--- src/rtl/lvds_seq_pkg.sv ---
// Notes on behaviour
// Port runs in single-channel or dual-channel mode; dual uses both channels.
// Dual mode sends even pixels on channel A, odd pixels on channel B.
// Pixel where display enable goes active always leaves on channel A.
// Dual mode horizontal edges are applied only on two-pixel boundaries.
// Shift rate is 7x pixel rate single, 3.5x dual, locked to pixel clock.
// Load strobe every pixel single, every second pixel dual, tied to shifting.
// Device drives panel supply enable and backlight power enable outputs.
// One sequencer owns supply, backlight and link clock/data activity.
// Power-up holds supply on for supply-to-link delay before link starts.
// Power-up keeps link active for link-to-backlight delay before backlight on.
// Power-down drops backlight, waits backlight-off delay, then stops link.
// After link stops, wait link-off delay before supply turns off.
// After supply off, new power-up waits until power-cycle delay elapsed.
// Both channels share one load and shift timing in dual mode.
// Disabled port powers all pairs down; unused pairs off or sending zeros.
// Each sequencing delay is a programmable count timed by an internal timer.
package lvds_seq_pkg;

    // ****************************************************************
    // Timing
    // ****************************************************************
    localparam int CLOCK_MHZ = 25;
    localparam int TICK_TIME_US = 100;
    localparam int TICK_CYCLES = TICK_TIME_US * CLOCK_MHZ;
    localparam int PRE_W = 12;
    localparam logic [PRE_W-1:0] PRE_LAST = PRE_W'(TICK_CYCLES - 1);
    localparam int DLY_W = 16;
    localparam logic [DLY_W-1:0] DLY_ZERO = 16'h0000;

    // ****************************************************************
    // Pixel and lane layout
    // ****************************************************************
    localparam int COLOR_W = 6;
    localparam int PIX_W = 3 * COLOR_W;
    localparam int WORD_W = 21;
    localparam int BITS_PER_LOAD = 7;
    localparam int LANE0_POS = 0;
    localparam int LANE1_POS = 7;
    localparam int LANE2_POS = 14;
    localparam logic [2:0] SHIFT_LAST = 3'h6;
    localparam logic [6:0] CLK_PATTERN = 7'h63;
    localparam logic [WORD_W-1:0] WORD_ZERO = 21'h00_0000;
    localparam logic [3:0] PAIRS_OFF = 4'h0;
    localparam logic [3:0] PAIRS_ON = 4'hf;

    // ****************************************************************
    // Sequencer states, Gray coded along the on/off path except the CYCLE to OFF step
    // ****************************************************************
    typedef enum logic [2:0] {
        SEQ_OFF = 3'h0,
        SEQ_SUPPLY = 3'h1,
        SEQ_LINK = 3'h3,
        SEQ_ON = 3'h2,
        SEQ_BL_OFF = 3'h6,
        SEQ_LINK_OFF = 3'h7,
        SEQ_CYCLE = 3'h5
    } seq_state_t;

endpackage

--- src/rtl/seq_delay_timer.sv ---
`timescale 1ns/1ps
`default_nettype none
module seq_delay_timer (
    input wire logic i_clock,
    input wire logic i_rst_b,
    input wire logic i_load,
    input wire logic [lvds_seq_pkg::DLY_W-1:0] i_count,
    output logic o_done
);
    import lvds_seq_pkg::*;

    typedef struct packed {
        logic [PRE_W-1:0] pre;
        logic [DLY_W-1:0] cnt;
        logic done;
    } timer_t;

    timer_t q;
    timer_t d;

    // Prescaler restarts on load so every tick is a whole tick
    always_comb begin
        d = q;
        if (i_load) begin
            d.pre = '0;
            d.cnt = i_count;
            d.done = 1'b0;
        end else if (!q.done) begin
            if (q.cnt == DLY_ZERO) begin
                d.done = 1'b1;
            end else if (q.pre == PRE_LAST) begin
                d.pre = '0;
                d.cnt = q.cnt - 1'b1;
            end else begin
                d.pre = q.pre + 1'b1;
            end
        end
    end

    always_ff @(posedge i_clock or negedge i_rst_b) begin
        if (!i_rst_b) begin
            q <= '{pre: '0, cnt: '0, done: 1'b1};
        end else begin
            q <= d;
        end
    end

    assign o_done = q.done;
endmodule // seq_delay_timer
`default_nettype wire

--- src/rtl/lvds_panel_port_sequencer.sv ---
`timescale 1ns/1ps
`default_nettype none
module lvds_panel_port_sequencer (
    input wire logic i_clock,
    input wire logic i_rst_b,
    input wire logic i_pixel_clock,
    input wire logic [lvds_seq_pkg::PIX_W-1:0] i_pixel,
    input wire logic i_hsync,
    input wire logic i_vsync,
    input wire logic i_display_enable,
    input wire logic i_port_enable,
    input wire logic i_dual_mode,
    input wire logic i_unused_send_zeros,
    input wire logic i_power_request,
    input wire logic [lvds_seq_pkg::DLY_W-1:0] i_supply_to_link_delay,
    input wire logic [lvds_seq_pkg::DLY_W-1:0] i_link_to_backlight_delay,
    input wire logic [lvds_seq_pkg::DLY_W-1:0] i_backlight_off_delay,
    input wire logic [lvds_seq_pkg::DLY_W-1:0] i_link_off_delay,
    input wire logic [lvds_seq_pkg::DLY_W-1:0] i_power_cycle_delay,
    output logic o_panel_supply_enable,
    output logic o_backlight_power_enable,
    output logic o_link_active,
    output logic [2:0] o_lane_a,
    output logic [2:0] o_lane_b,
    output logic o_link_clock_a,
    output logic o_link_clock_b,
    output logic o_load_strobe,
    output logic o_shift_strobe,
    output logic [3:0] o_pair_power_a,
    output logic [3:0] o_pair_power_b,
    output logic [2:0] o_seq_state
);
    import lvds_seq_pkg::*;

    // ****************************************************************
    // State
    // ****************************************************************
    typedef struct packed {
        seq_state_t seq;
        logic supply;
        logic bklt;
        logic link;
        logic timer_load;
        logic [DLY_W-1:0] timer_count;
        logic [2:0] pclk_sync;
        logic pclk_level;
        logic [WORD_W-1:0] in1;
        logic [WORD_W-1:0] in2;
        logic [WORD_W-1:0] in3;
        logic de_prev;
        logic odd;
        logic [PIX_W-1:0] even_pix;
        logic [2:0] even_ctrl;
        logic [WORD_W-1:0] sh_a;
        logic [WORD_W-1:0] sh_b;
        logic [6:0] sh_clk;
        logic [2:0] sh_cnt;
        logic shifting;
        logic [2:0] lane_a;
        logic [2:0] lane_b;
        logic lclk_a;
        logic lclk_b;
        logic load;
        logic shift;
        logic [3:0] pow_a;
        logic [3:0] pow_b;
    } port_t;

    port_t q;
    port_t d;
    logic timer_done;
    logic pclk_rise;
    logic want_on;
    logic [WORD_W-1:0] pix_now;
    logic de_now;

    // ****************************************************************
    // Helpers
    // ****************************************************************
    // Packs one pixel and its control bits into three 7-bit lane words
    function automatic logic [WORD_W-1:0] pack_word(
        input logic [PIX_W-1:0] pix,
        input logic [2:0] ctrl
    );
        logic [COLOR_W-1:0] r;
        logic [COLOR_W-1:0] g;
        logic [COLOR_W-1:0] b;
        r = pix[3*COLOR_W-1:2*COLOR_W];
        g = pix[2*COLOR_W-1:COLOR_W];
        b = pix[COLOR_W-1:0];
        pack_word = {ctrl, b[5:2], b[1:0], g[5:1], g[0], r};
    endfunction

    // Picks the bit leaving a lane word at a given shift position
    function automatic logic [2:0] lane_bits(
        input logic [WORD_W-1:0] w,
        input logic [2:0] pos
    );
        logic [2:0] idx;
        idx = SHIFT_LAST - pos;
        lane_bits = {w[LANE2_POS + 32'(idx)], w[LANE1_POS + 32'(idx)],
                     w[LANE0_POS + 32'(idx)]};
    endfunction

    seq_delay_timer u_timer (
        .i_clock(i_clock),
        .i_rst_b(i_rst_b),
        .i_load(q.timer_load),
        .i_count(q.timer_count),
        .o_done(timer_done)
    );

    // Pixel edge only after two late sync stages agree; first stage is not inspected
    assign pclk_rise = (q.pclk_sync[1] == q.pclk_sync[2]) && q.pclk_sync[1] && !q.pclk_level;
    assign pix_now = q.in3;
    assign de_now = q.in3[WORD_W-1];
    // Disabling the port also powers the panel down, so no pair idles powered
    assign want_on = i_power_request && i_port_enable;

    // ****************************************************************
    // Next state
    // ****************************************************************
    always_comb begin
        d = q;
        d.timer_load = 1'b0;
        d.load = 1'b0;
        d.shift = 1'b0;

        // Input capture through three stages
        d.pclk_sync = {q.pclk_sync[1:0], i_pixel_clock};
        if (q.pclk_sync[1] == q.pclk_sync[2]) begin
            d.pclk_level = q.pclk_sync[1];
        end
        d.in1 = {i_display_enable, i_vsync, i_hsync, i_pixel};
        d.in2 = q.in1;
        d.in3 = q.in2;

        // Power sequencer, the only owner of supply, backlight and link
        case (q.seq)
            SEQ_OFF: begin
                if (want_on) begin
                    d.seq = SEQ_SUPPLY;
                    d.supply = 1'b1;
                    d.timer_load = 1'b1;
                    d.timer_count = i_supply_to_link_delay;
                end
            end
            SEQ_SUPPLY: begin
                if (!want_on) begin
                    // Supply up but link never started: straight to cycle wait
                    d.seq = SEQ_CYCLE;
                    d.supply = 1'b0;
                    d.timer_load = 1'b1;
                    d.timer_count = i_power_cycle_delay;
                end else if (timer_done && !q.timer_load) begin
                    d.seq = SEQ_LINK;
                    d.link = 1'b1;
                    d.timer_load = 1'b1;
                    d.timer_count = i_link_to_backlight_delay;
                end
            end
            SEQ_LINK: begin
                // Backlight never came on here, so its off wait is skipped
                if (!want_on) begin
                    d.seq = SEQ_LINK_OFF;
                    d.link = 1'b0;
                    d.timer_load = 1'b1;
                    d.timer_count = i_link_off_delay;
                end else if (timer_done && !q.timer_load) begin
                    d.seq = SEQ_ON;
                    d.bklt = 1'b1;
                end
            end
            SEQ_ON: begin
                if (!want_on) begin
                    d.seq = SEQ_BL_OFF;
                    d.bklt = 1'b0;
                    d.timer_load = 1'b1;
                    d.timer_count = i_backlight_off_delay;
                end
            end
            SEQ_BL_OFF: begin
                // Off steps run to their end even if the request comes back
                if (timer_done && !q.timer_load) begin
                    d.seq = SEQ_LINK_OFF;
                    d.link = 1'b0;
                    d.timer_load = 1'b1;
                    d.timer_count = i_link_off_delay;
                end
            end
            SEQ_LINK_OFF: begin
                if (timer_done && !q.timer_load) begin
                    d.seq = SEQ_CYCLE;
                    d.supply = 1'b0;
                    d.timer_load = 1'b1;
                    d.timer_count = i_power_cycle_delay;
                end
            end
            SEQ_CYCLE: begin
                // Requests are held off here; a pending one starts from OFF
                if (timer_done && !q.timer_load) begin
                    d.seq = SEQ_OFF;
                end
            end
            default: begin
                d.seq = SEQ_OFF;
                d.supply = 1'b0;
                d.bklt = 1'b0;
                d.link = 1'b0;
            end
        endcase

        // Pixel capture and load, one shared timing for both channels
        if (pclk_rise) begin
            d.pclk_level = 1'b1;
            d.de_prev = de_now;
            if (!i_dual_mode) begin
                d.sh_a = pix_now;
                d.sh_b = WORD_ZERO;
                d.load = 1'b1;
                d.odd = 1'b0;
            end else if (de_now && !q.de_prev) begin
                // Line start always takes the A slot
                d.even_pix = pix_now[PIX_W-1:0];
                d.even_ctrl = pix_now[WORD_W-1:PIX_W];
                d.odd = 1'b1;
            end else if (!q.odd) begin
                d.even_pix = pix_now[PIX_W-1:0];
                d.even_ctrl = pix_now[WORD_W-1:PIX_W];
                d.odd = 1'b1;
            end else begin
                // Control bits of the pair come from its even pixel
                d.sh_a = pack_word(q.even_pix, q.even_ctrl);
                d.sh_b = pack_word(pix_now[PIX_W-1:0], q.even_ctrl);
                d.load = 1'b1;
                d.odd = 1'b0;
            end
            if (!i_dual_mode) begin
                d.sh_a = pack_word(pix_now[PIX_W-1:0], pix_now[WORD_W-1:PIX_W]);
            end
        end

        // Limitation: a pixel period under eight clocks single, or under four clocks dual, cuts a burst short
        // Seven shift steps per load: 7x per pixel single, 3.5x dual
        if (d.load) begin
            d.shifting = 1'b1;
            d.sh_cnt = 3'h0;
            d.sh_clk = CLK_PATTERN;
        end else if (q.shifting) begin
            d.shift = 1'b1;
            d.lane_a = q.link ? lane_bits(q.sh_a, q.sh_cnt) : 3'h0;
            d.lane_b = (q.link && i_dual_mode) ? lane_bits(q.sh_b, q.sh_cnt) : 3'h0;
            d.lclk_a = q.link & q.sh_clk[6];
            d.lclk_b = q.link & i_dual_mode & q.sh_clk[6];
            d.sh_clk = {q.sh_clk[5:0], q.sh_clk[6]};
            if (q.sh_cnt == SHIFT_LAST) begin
                d.shifting = 1'b0;
            end else begin
                d.sh_cnt = q.sh_cnt + 1'b1;
            end
        end
        if (!q.link) begin
            // No clock and no data on the link outside the active window
            d.lane_a = 3'h0;
            d.lane_b = 3'h0;
            d.lclk_a = 1'b0;
            d.lclk_b = 1'b0;
        end

        // Pair power: B is unused in single mode, zeros option keeps it biased
        d.pow_a = i_port_enable ? PAIRS_ON : PAIRS_OFF;
        d.pow_b = (i_port_enable && (i_dual_mode || i_unused_send_zeros)) ?
                  PAIRS_ON : PAIRS_OFF;
    end

    // ****************************************************************
    // Registers
    // ****************************************************************
    // One register for all state keeps every output straight from a flop
    always_ff @(posedge i_clock or negedge i_rst_b) begin
        if (!i_rst_b) begin
            q <= '0;
        end else begin
            q <= d;
        end
    end

    assign o_panel_supply_enable = q.supply;
    assign o_backlight_power_enable = q.bklt;
    assign o_link_active = q.link;
    assign o_lane_a = q.lane_a;
    assign o_lane_b = q.lane_b;
    assign o_link_clock_a = q.lclk_a;
    assign o_link_clock_b = q.lclk_b;
    assign o_load_strobe = q.load;
    assign o_shift_strobe = q.shift;
    assign o_pair_power_a = q.pow_a;
    assign o_pair_power_b = q.pow_b;
    assign o_seq_state = q.seq;
endmodule // lvds_panel_port_sequencer
`default_nettype wire

--- config.mk ---
export PLATFORM = sky130hd
export DESIGN_NAME = lvds_panel_port_sequencer
export DESIGN_NICKNAME = d
export VERILOG_FILES = /design/src/rtl/lvds_seq_pkg.sv /design/src/rtl/seq_delay_timer.sv /design/src/rtl/lvds_panel_port_sequencer.sv
export SDC_FILE = /design/constraint.sdc
export NUM_CORES = 1
export LEC_CHECK = 0
export ABC_AREA = 1
export ABC_CLOCK_PERIOD_IN_PS = 2300
export BUFFER_PORTS_ARGS = -buffer_cell sky130_fd_sc_hd__buf_4
export CAP_MARGIN = 40
export CELL_PAD_IN_SITES_DETAIL_PLACEMENT = 1
export CELL_PAD_IN_SITES_GLOBAL_PLACEMENT = 2
export CORE_ASPECT_RATIO = 2
export CORE_MARGIN = 1.5
export CORE_UTILIZATION = 34
export DETAILED_ROUTE_END_ITERATION = 7
export GPL_ROUTABILITY_DRIVEN = 0
export PLACE_DENSITY = 0.86
export SKIP_CTS_REPAIR_TIMING = 1
export SYNTH_ARGS = -nofsm -noshare
export SYNTH_HDL_FRONTEND = slang
export SYNTH_SLANG_ARGS = --single-unit
export TNS_END_PERCENT = 100
--- constraint.sdc ---
create_clock -name i_clock -period 2.3 [get_ports i_clock]
set_input_delay 0.345 -clock i_clock [delete_from_list [all_inputs] [get_ports i_clock]]
set_output_delay 0.345 -clock i_clock [all_outputs]
set_load 0.03 [all_outputs]
==> run_results.csv, run 1 <==
group,metric,value,unit
outcome,status,"finished clean",
place,dp_hpwl,23.03,mm
clock_network,clock_path_buffers,3,
clock_network,cts.sink_count,207,
global_route,grt_pass1_wl,45.35,mm
sta,setup_viol,0,
sta,timing_hold_violations_final,0,
sta,fin_setup_tns,0,ns
global_route,antenna_found_initial,0,
clock_network,path_clk_slew,0.07,ns
pwr,switching_share,39.49,%
drt,drtPass1Iterations,4,
finish,num_antenna_cells,0,
drt,drt_wl_total,29.14,mm
floorplanning,initial_utilization,34.45,%
logic_synthesis,syn-num-nets,1229,
logic_synthesis,netlist_instances,1115,
logic_synthesis,synth_area,0.009453,mm²
floorplanning,core_area,0.02744,mm²
drt,avgRoutedWirePerCell,17.89,µm
clock_network,cts_tree,"done",
critical_path,worstPathCellList,"dlygate4sd3_1 -> buf_4 -> nand2_2 -> inv_2 -> nand2_1 -> nor2_2 -> a21oi_1 -> nand4_1",
critical_path,end_kind,"flop",
pwr,p_sw,5.400,mW
drt,routed-via-count,7943,
finish,finalCoreUtilization,42.65,%
clock_network,cts_root_buffer,"clkbuf_16",
floorplanning,dieArea,0.02887,mm²
pwr,p_per_area,1168,mW/mm²
floorplanning,io_pins,132,
sta,fin_skew,0.01802,ns
critical_path,worstPathRequired,2.75,ns
critical_path,slowest_delay,0.53,ns
logic_synthesis,synthArstFlopShare,100.0,%
hold_path,timing.hold.worst.class,"in2reg",
run,max_cap_viol_count,0,
finish,layout-drive-gt1-share,17.93,%
drt,drt_iter0_drc,216,
drt,via_per_inst,4.876,
global_route,grt_overflow,0,
sta,rsz0062_at_grt,"false",
global_route,grt_usage,20.55,%
drt,drcViolationCount,0,
place,io_buffers,131,
pwr,vdd_drop_max,0.4916,mV
pwr,pwr-share-seq,38.6,%
pwr,p_leak,5.837,nW
sta,tightest_slew,0.6478,ns
drt,ant_nets,0,
sta,timing.fmax,502.9,MHz
clock_network,cts_buffers,20,
floorplanning,die_h,238.8,µm
floorplanning,std_cell_rows,86,
critical_path,slowest_stage,"dlygate4sd3_1",
clock_network,clk-insertion-delay-late,0.51,ns
finish,syn_to_final_growth,23.80,%
critical_path,critPathLaunchType,"input port",
logic_synthesis,synthTopCellsByArea,"dfrtp_1, nand2_1, o21ai_0, inv_1, nor2_1",
logic_synthesis,synth_cell_types,45,
logic_synthesis,synth-edff-count,0,
sta,fin_crit_sh,86.45,%
logic_synthesis,syn_avg_cell_area,8.478,µm²
pwr,p_clk_share,24.4,%
logic_synthesis,synth-main-ff-cell,"dfrtp_1",
critical_path,critical_path.max_fanout,15,
sta,final.min_clock_period,1.988,ns
logic_synthesis,ys_warn_count,0,
pwr,combPwrFrac,36.9,%
logic_synthesis,synth_most_common_cell,"nand2_1",
critical_path,path_class,"in2reg",
clock_network,h-tree-depth,1,
sta,relSlewSlack,56.77,%
finish,finalNetCount,1379,
logic_synthesis,synth-seq-area-share,54.81,%
logic_synthesis,synth-seq-cells,207,
floorplanning,die-width,120.9,µm
logic_synthesis,synthTopCellsByCount,"nand2_1, dfrtp_1, inv_1, o21ai_0, nor2_1",
logic_synthesis,yosysTopAreaCellShare,54.53,%
sta,slew_violations,0,
pwr,p_int,8.273,mW
critical_path,worstPathArrival,2.44,ns
global_route,grt_start_max_net_pins,57,
global_route,grt_pass1_vias,8632,
logic_synthesis,synth_top_area_cell,"dfrtp_1",
## critical path, delay by kind of cell
kind	cells	cell delay [ns]
buffers and inverters	3	0.85
AO/OA/AOI/OAI	1	0.28
AND/OR/NAND/NOR	4	0.95
## metrics by stage
stage,total power [mW],cell area [µm²],setup WS (ns),cells,hold slack (ns)
final,13.67,11700,0.3117,1629,0.05588
after global routing,14.73,11700,0.1203,1629,0.05563
after CTS,13.85,11460,0.3267,1605,-0.1964
after detailed placement,10.41,10800,0.3284,1571,0.3363
after global placement,10.25,10800,0.3700,1571,0.3316
after floorplan,8.692,9453,0.5006,1115,0.04941
## layer usage
metal | vias to the layer above | wire [µm] | track usage, % | part of all wire [%]
met5 | - | 0 | 0 | 0
met4 | 0 | 1395 | 10.55 | 4.8
met3 | 56 | 659 | 1.598 | 2.3
met2 | 151 | 17680 | 43.42 | 61
met1 | 3856 | 9403 | 18.40 | 32
li1 | 3880 | - | - | -
## flip-flops by register name (all words and copies together) (netlist names), 3 cells and up
| name | flops |
|---|---|
| d | 44 |
| pix_now | 21 |
| o_lane_a | 3 |
| o_lane_b | 3 |
| o_seq_state | 3 |
| u_timer.q | 28 |
| q | 95 |
## final cells by class
cell class / count / area [µm²]
Tap cell: 352 / 440.4
Inverter: 123 / 464.2
Timing Repair Buffer: 179 / 1460
Multi-Input combinational cell: 734 / 3496
Fill cell: 3275 / 15740
Sequential cell: 207 / 5181
Clock buffer: 25 / 549.3
Clock inverter: 9 / 111.4
## cells in the final DEF (no fill, tap or decap), types with 4 or more instances in the layout
cell type      netlist  layout
inv_1              110     110
clkbuf_16            0      20
clkbuf_8             0       4
nor3_1               9       9
o211ai_1            14      14
ha_1                 6       6
inv_2               11      11
buf_12               0       4
o22ai_1             27      27
clkinv_2             0       4
nand3_1             38      38
dlygate4sd3_1        0      24
nand2_2              8       8
nand2_1            349     349
a21oi_1             26      26
o21bai_1             4       4
dfrtp_1            206     206
nor2_1              72      72
o21ai_0             99      99
nor2_2               8       8
nand4_1             41      41
a22oi_1              4       4
buf_4               23     150
## power by group through the flow
stage | logic (mW) | registers [mW] | clock network [mW]
2_1_floorplan | 3.56 | 5.13 | 0
5_1_grt | 5.75 | 5.40 | 3.57
3_5_place_dp | 5.06 | 5.35 | 0
4_1_cts | 5.10 | 5.29 | 3.46
6_report | 5.05 | 5.28 | 3.34
3_3_place_gp | 4.94 | 5.31 | 0
## cells by family after synthesis
kind of cell	share of synthesized area (%)
and+or+nand+nor	24.80
DFF	54.81
AOI/OAI and AO/OA	11.11
buffers and inverters	8.207
adders and majority gates	0.7942
xor gates and xnor gates	0.2780
## worst paths after layout
kind                            slack, ns                 from             end  depth (start not counted)
worst min-delay path                 0.06  i_link_off_delay[9]          q[170]                          3
worst max-delay path                 0.31        i_port_enable          q[171]                          8
worst min register to register       0.35               d[121]          d[100]                          0
worst max register to register       0.33       u_timer.o_done          q[171]                          6
max in group asynchronous            1.21              i_rst_b  u_timer.o_done                          3
min in group asynchronous            0.36              i_rst_b           q[88]                          2
Power figures use the tool's default switching activity.
==> run 2: changes to the inputs <==
ABC_AREA = 0   (was 1)
CORE_UTILIZATION = 37   (was 34)
RECOVER_POWER = 100   (was default)
==> run 2 against run 1 <==
The flow now finishes with violations (max-capacitance violations, max-slew violations). Register-to-register slack lost 0.21 ns. Largest power group unchanged. Sequential share of layout area grew 0.48 points. Area after synthesis grew 0.44%. Combinational power is essentially flat. Non-clock buffer count grew 22. Synthesized cell count shrank 19%. Sequential power grew 4.2%. Hold slack gained 0.0031 ns. Clock power shrank 6.9%. Final area shrank 1.0%.
==> run_results.csv, run 2 <==
group,metric,value,unit
drt,drt_iter0_drc,230,
sta,timing.fmax,459.5,MHz
pwr,vdd_drop_max,0.4359,mV
logic_synthesis,synth-edff-count,0,
finish,top_register,"q",
finish,multi_input_area,0.003816,mm²
floorplanning,io_pins,132,
critical_path,path_buf_inv,0,
drt,drtPass1Iterations,5,
sta,setup_viol,0,
logic_synthesis,synthArstFlopShare,100.0,%
drt,dr_wl_met3,834,µm
pwr,combPwrFrac,37.1,%
global_route,grt_usage,20.35,%
pwr,p_sw,5.097,mW
sta,rsz0062_at_grt,"false",
finish,syn_to_final_growth,21.97,%
critical_path,worstPathRequired,2.67,ns
drt,avgRoutedWirePerCell,18.74,µm
critical_path,critical_path.max_fanout,6,
finish,layout-drive-gt1-share,21.56,%
sta,fin_skew,0.008745,ns
logic_synthesis,synth_area,0.009494,mm²
hold_path,min_path_cells,2,
clock_network,cts_buffers,19,
sta,fin_crit_sh,94.62,%
global_route,antenna_found_initial,0,
sta,timing_hold_violations_final,0,
drt,drcViolationCount,0,
finish,seq_area,0.005182,mm²
logic_synthesis,syn-num-nets,1012,
pwr,p_clk_share,22.7,%
drt,drt_wl_total,26.03,mm
place,dp_hpwl,19.21,mm
place,pre_cts_slack,0.05432,ns
pwr,pwr-share-seq,40.2,%
pwr,switching_share,37.23,%
critical_path,slowest_stage,"nor4_1",
finish,num_antenna_cells,0,
outcome,failed_checks,"max-capacitance violations, max-slew violations",
logic_synthesis,synth-main-ff-cell,"dfrtp_1",
clock_network,clock_path_buffers,3,
finish,final_cell_mix,"dfrtp_1, nand2_1, buf_4",
global_route,grt_overflow,0,
critical_path,worstPathArrival,2.55,ns
critical_path,slowest_delay,0.65,ns
sta,relSlewSlack,-15.19,%
critical_path,critPathLaunchType,"flop",
critical_path,path_class,"reg2reg",
finish,finalCoreUtilization,46.07,%
logic_synthesis,synth_most_common_cell,"dfrtp_1",
run,max_cap_viol_count,1,
pwr,p_int,8.593,mW
finish,finalNetCount,1155,
clock_network,cts_root_buffer,"clkbuf_16",
global_route,grt_start_max_net_pins,66,
drt,routed-via-count,7535,
sta,final.min_clock_period,2.176,ns
finish,fill_cells,2824,
clock_network,cts_tree,"done",
critical_path,worstRegToRegCells,5,
outcome,status,"finished, violations left",
pwr,power,13.69,mW
sta,fin_setup_tns,0,ns
logic_synthesis,syn_avg_cell_area,10.57,µm²
floorplanning,std_cell_rows,82,
drt,dr_wl_met2,15.35,mm
logic_synthesis,synth-seq-cells,207,
drt,top_layer_used,"met4",
floorplanning,dieArea,0.02669,mm²
finish,finalNonFillerCells,1389,
global_route,grt_pass1_vias,8221,
logic_synthesis,synth_top_area_cell,"dfrtp_1",
logic_synthesis,synth_cell_types,65,
floorplanning,core_area,0.02514,mm²
pwr,p_per_area,1182,mW/mm²
critical_path,cp_common_cell,"o21ai_0",
logic_synthesis,synth-seq-area-share,54.57,%
critical_path,cpLargestDelayFamily,"simple AND/OR/NAND/NOR gates",
finish,largest_register_ffs,95,
pwr,p_leak,5.135,nW
clock_network,path_clk_slew,0.07,ns
critical_path,worstPathCellList,"nor4_1 -> nand3_1 -> o31a_1 -> o21ai_0 -> o21ai_0",
floorplanning,initial_utilization,37.77,%
drt,via_per_inst,5.425,
hold_path,timing.hold.worst.class,"in2reg",
logic_synthesis,ys_warn_count,0,
clock_network,h-tree-depth,1,
place,post-place-cells,1332,
drt,ant_nets,0,
critical_path,cp.depth,5,
logic_synthesis,netlist_instances,898,
logic_synthesis,synthTopCellsByCount,"dfrtp_1, nand2_1, o21ai_0, nand3_1, a21oi_1",
place,io_buffers,131,
floorplanning,die_h,229.5,µm
logic_synthesis,yosysTopAreaCellShare,54.30,%
clock_network,clk-insertion-delay-late,0.50,ns
global_route,grt_pass1_wl,42.84,mm
sta,slew_violations,63,
clock_network,cts.sink_count,207,
critical_path,end_kind,"flop",
sta,fin_ws,0.1237,ns
drt,wl_met1,9.195,mm
logic_synthesis,synthTopCellsByArea,"dfrtp_1, nand2_1, o21ai_0, mux2i_1, nand3_1",
finish,layout_commonest_cell,"dfrtp_1",
floorplanning,die-width,116.3,µm
sta,tightest_slew,1.728,ns
run 2: cell types whose count changed after synthesis, moves of 21 or more:
cell     delta
nand2_1   -207
inv_1      -95
nor2_1     -46
nand4_1    -40
o21ai_0    -38
mux2i_1    +30
a31oi_1    +24
mux2_2     +22
nand3_1    +21
run 2: path summary, 6_finish.rpt:
| kind | slack, ns | start | end |
|---|---|---|---|
| worst max register to register | 0.12 | u_timer.q[4] | u_timer.q[16] |
| worst min-delay path | 0.06 | i_unused_send_zeros | o_pair_power_b[2] |
| worst min register to register | 0.35 | d[108] | pix_now[14] |
| max in group asynchronous | 0.41 | i_rst_b | u_timer.o_done |
| min in group asynchronous | 0.85 | i_rst_b | q[86] |
| worst max-delay path | 0.12 | u_timer.q[4] | u_timer.q[16] |
run 2: stage by stage:
step           hold slack, ns  cell area [µm²]
6_report              0.05897            11580
5_1_grt               0.04216            11580
4_1_cts               -0.1468            11480
3_5_place_dp           0.3356            10880
3_3_place_gp           0.3315            10880
2_1_floorplan         0.04941             9495
run 2: area by class of cell:
class	instances	share of cell area, %
clock buffers	25	4.560
clock inverters	8	0.6159
inverters	18	0.5835
multi-input cells	594	32.96
flip-flops and latches	207	44.75
well taps	336	3.630
repair buffers	201	12.90
run 2: cell families after synthesis:
group | count (synthesis) | synth area share, %
AND/OR/NAND/NOR | 279 | 13.52
AO/OA/AOI/OAI | 243 | 17.37
flip-flops | 207 | 54.57
buffers and inverters | 97 | 5.008
multiplexers | 63 | 8.382
adder cells (fa/ha/maj) | 6 | 0.7907
XOR/XNOR | 3 | 0.3559
run 2: per-layer routing:
layer,up-vias,global-route usage [%]
met2,177,40.40
met5,-,0
met4,0,6.402
met1,3790,21.35
met3,41,2.382
li1,3527,-
run 2: power groups by stage:
| stage | logic (mW) | clock network (mW) | registers [mW] |
|---|---|---|---|
| 6_report | 5.08 | 3.11 | 5.50 |
| 5_1_grt | 5.66 | 3.32 | 5.64 |
| 4_1_cts | 5.26 | 3.20 | 5.52 |
| 3_5_place_dp | 5.22 | 0 | 5.58 |
| 3_3_place_gp | 5.03 | 0 | 5.53 |
| 2_1_floorplan | 3.71 | 0 | 5.25 |
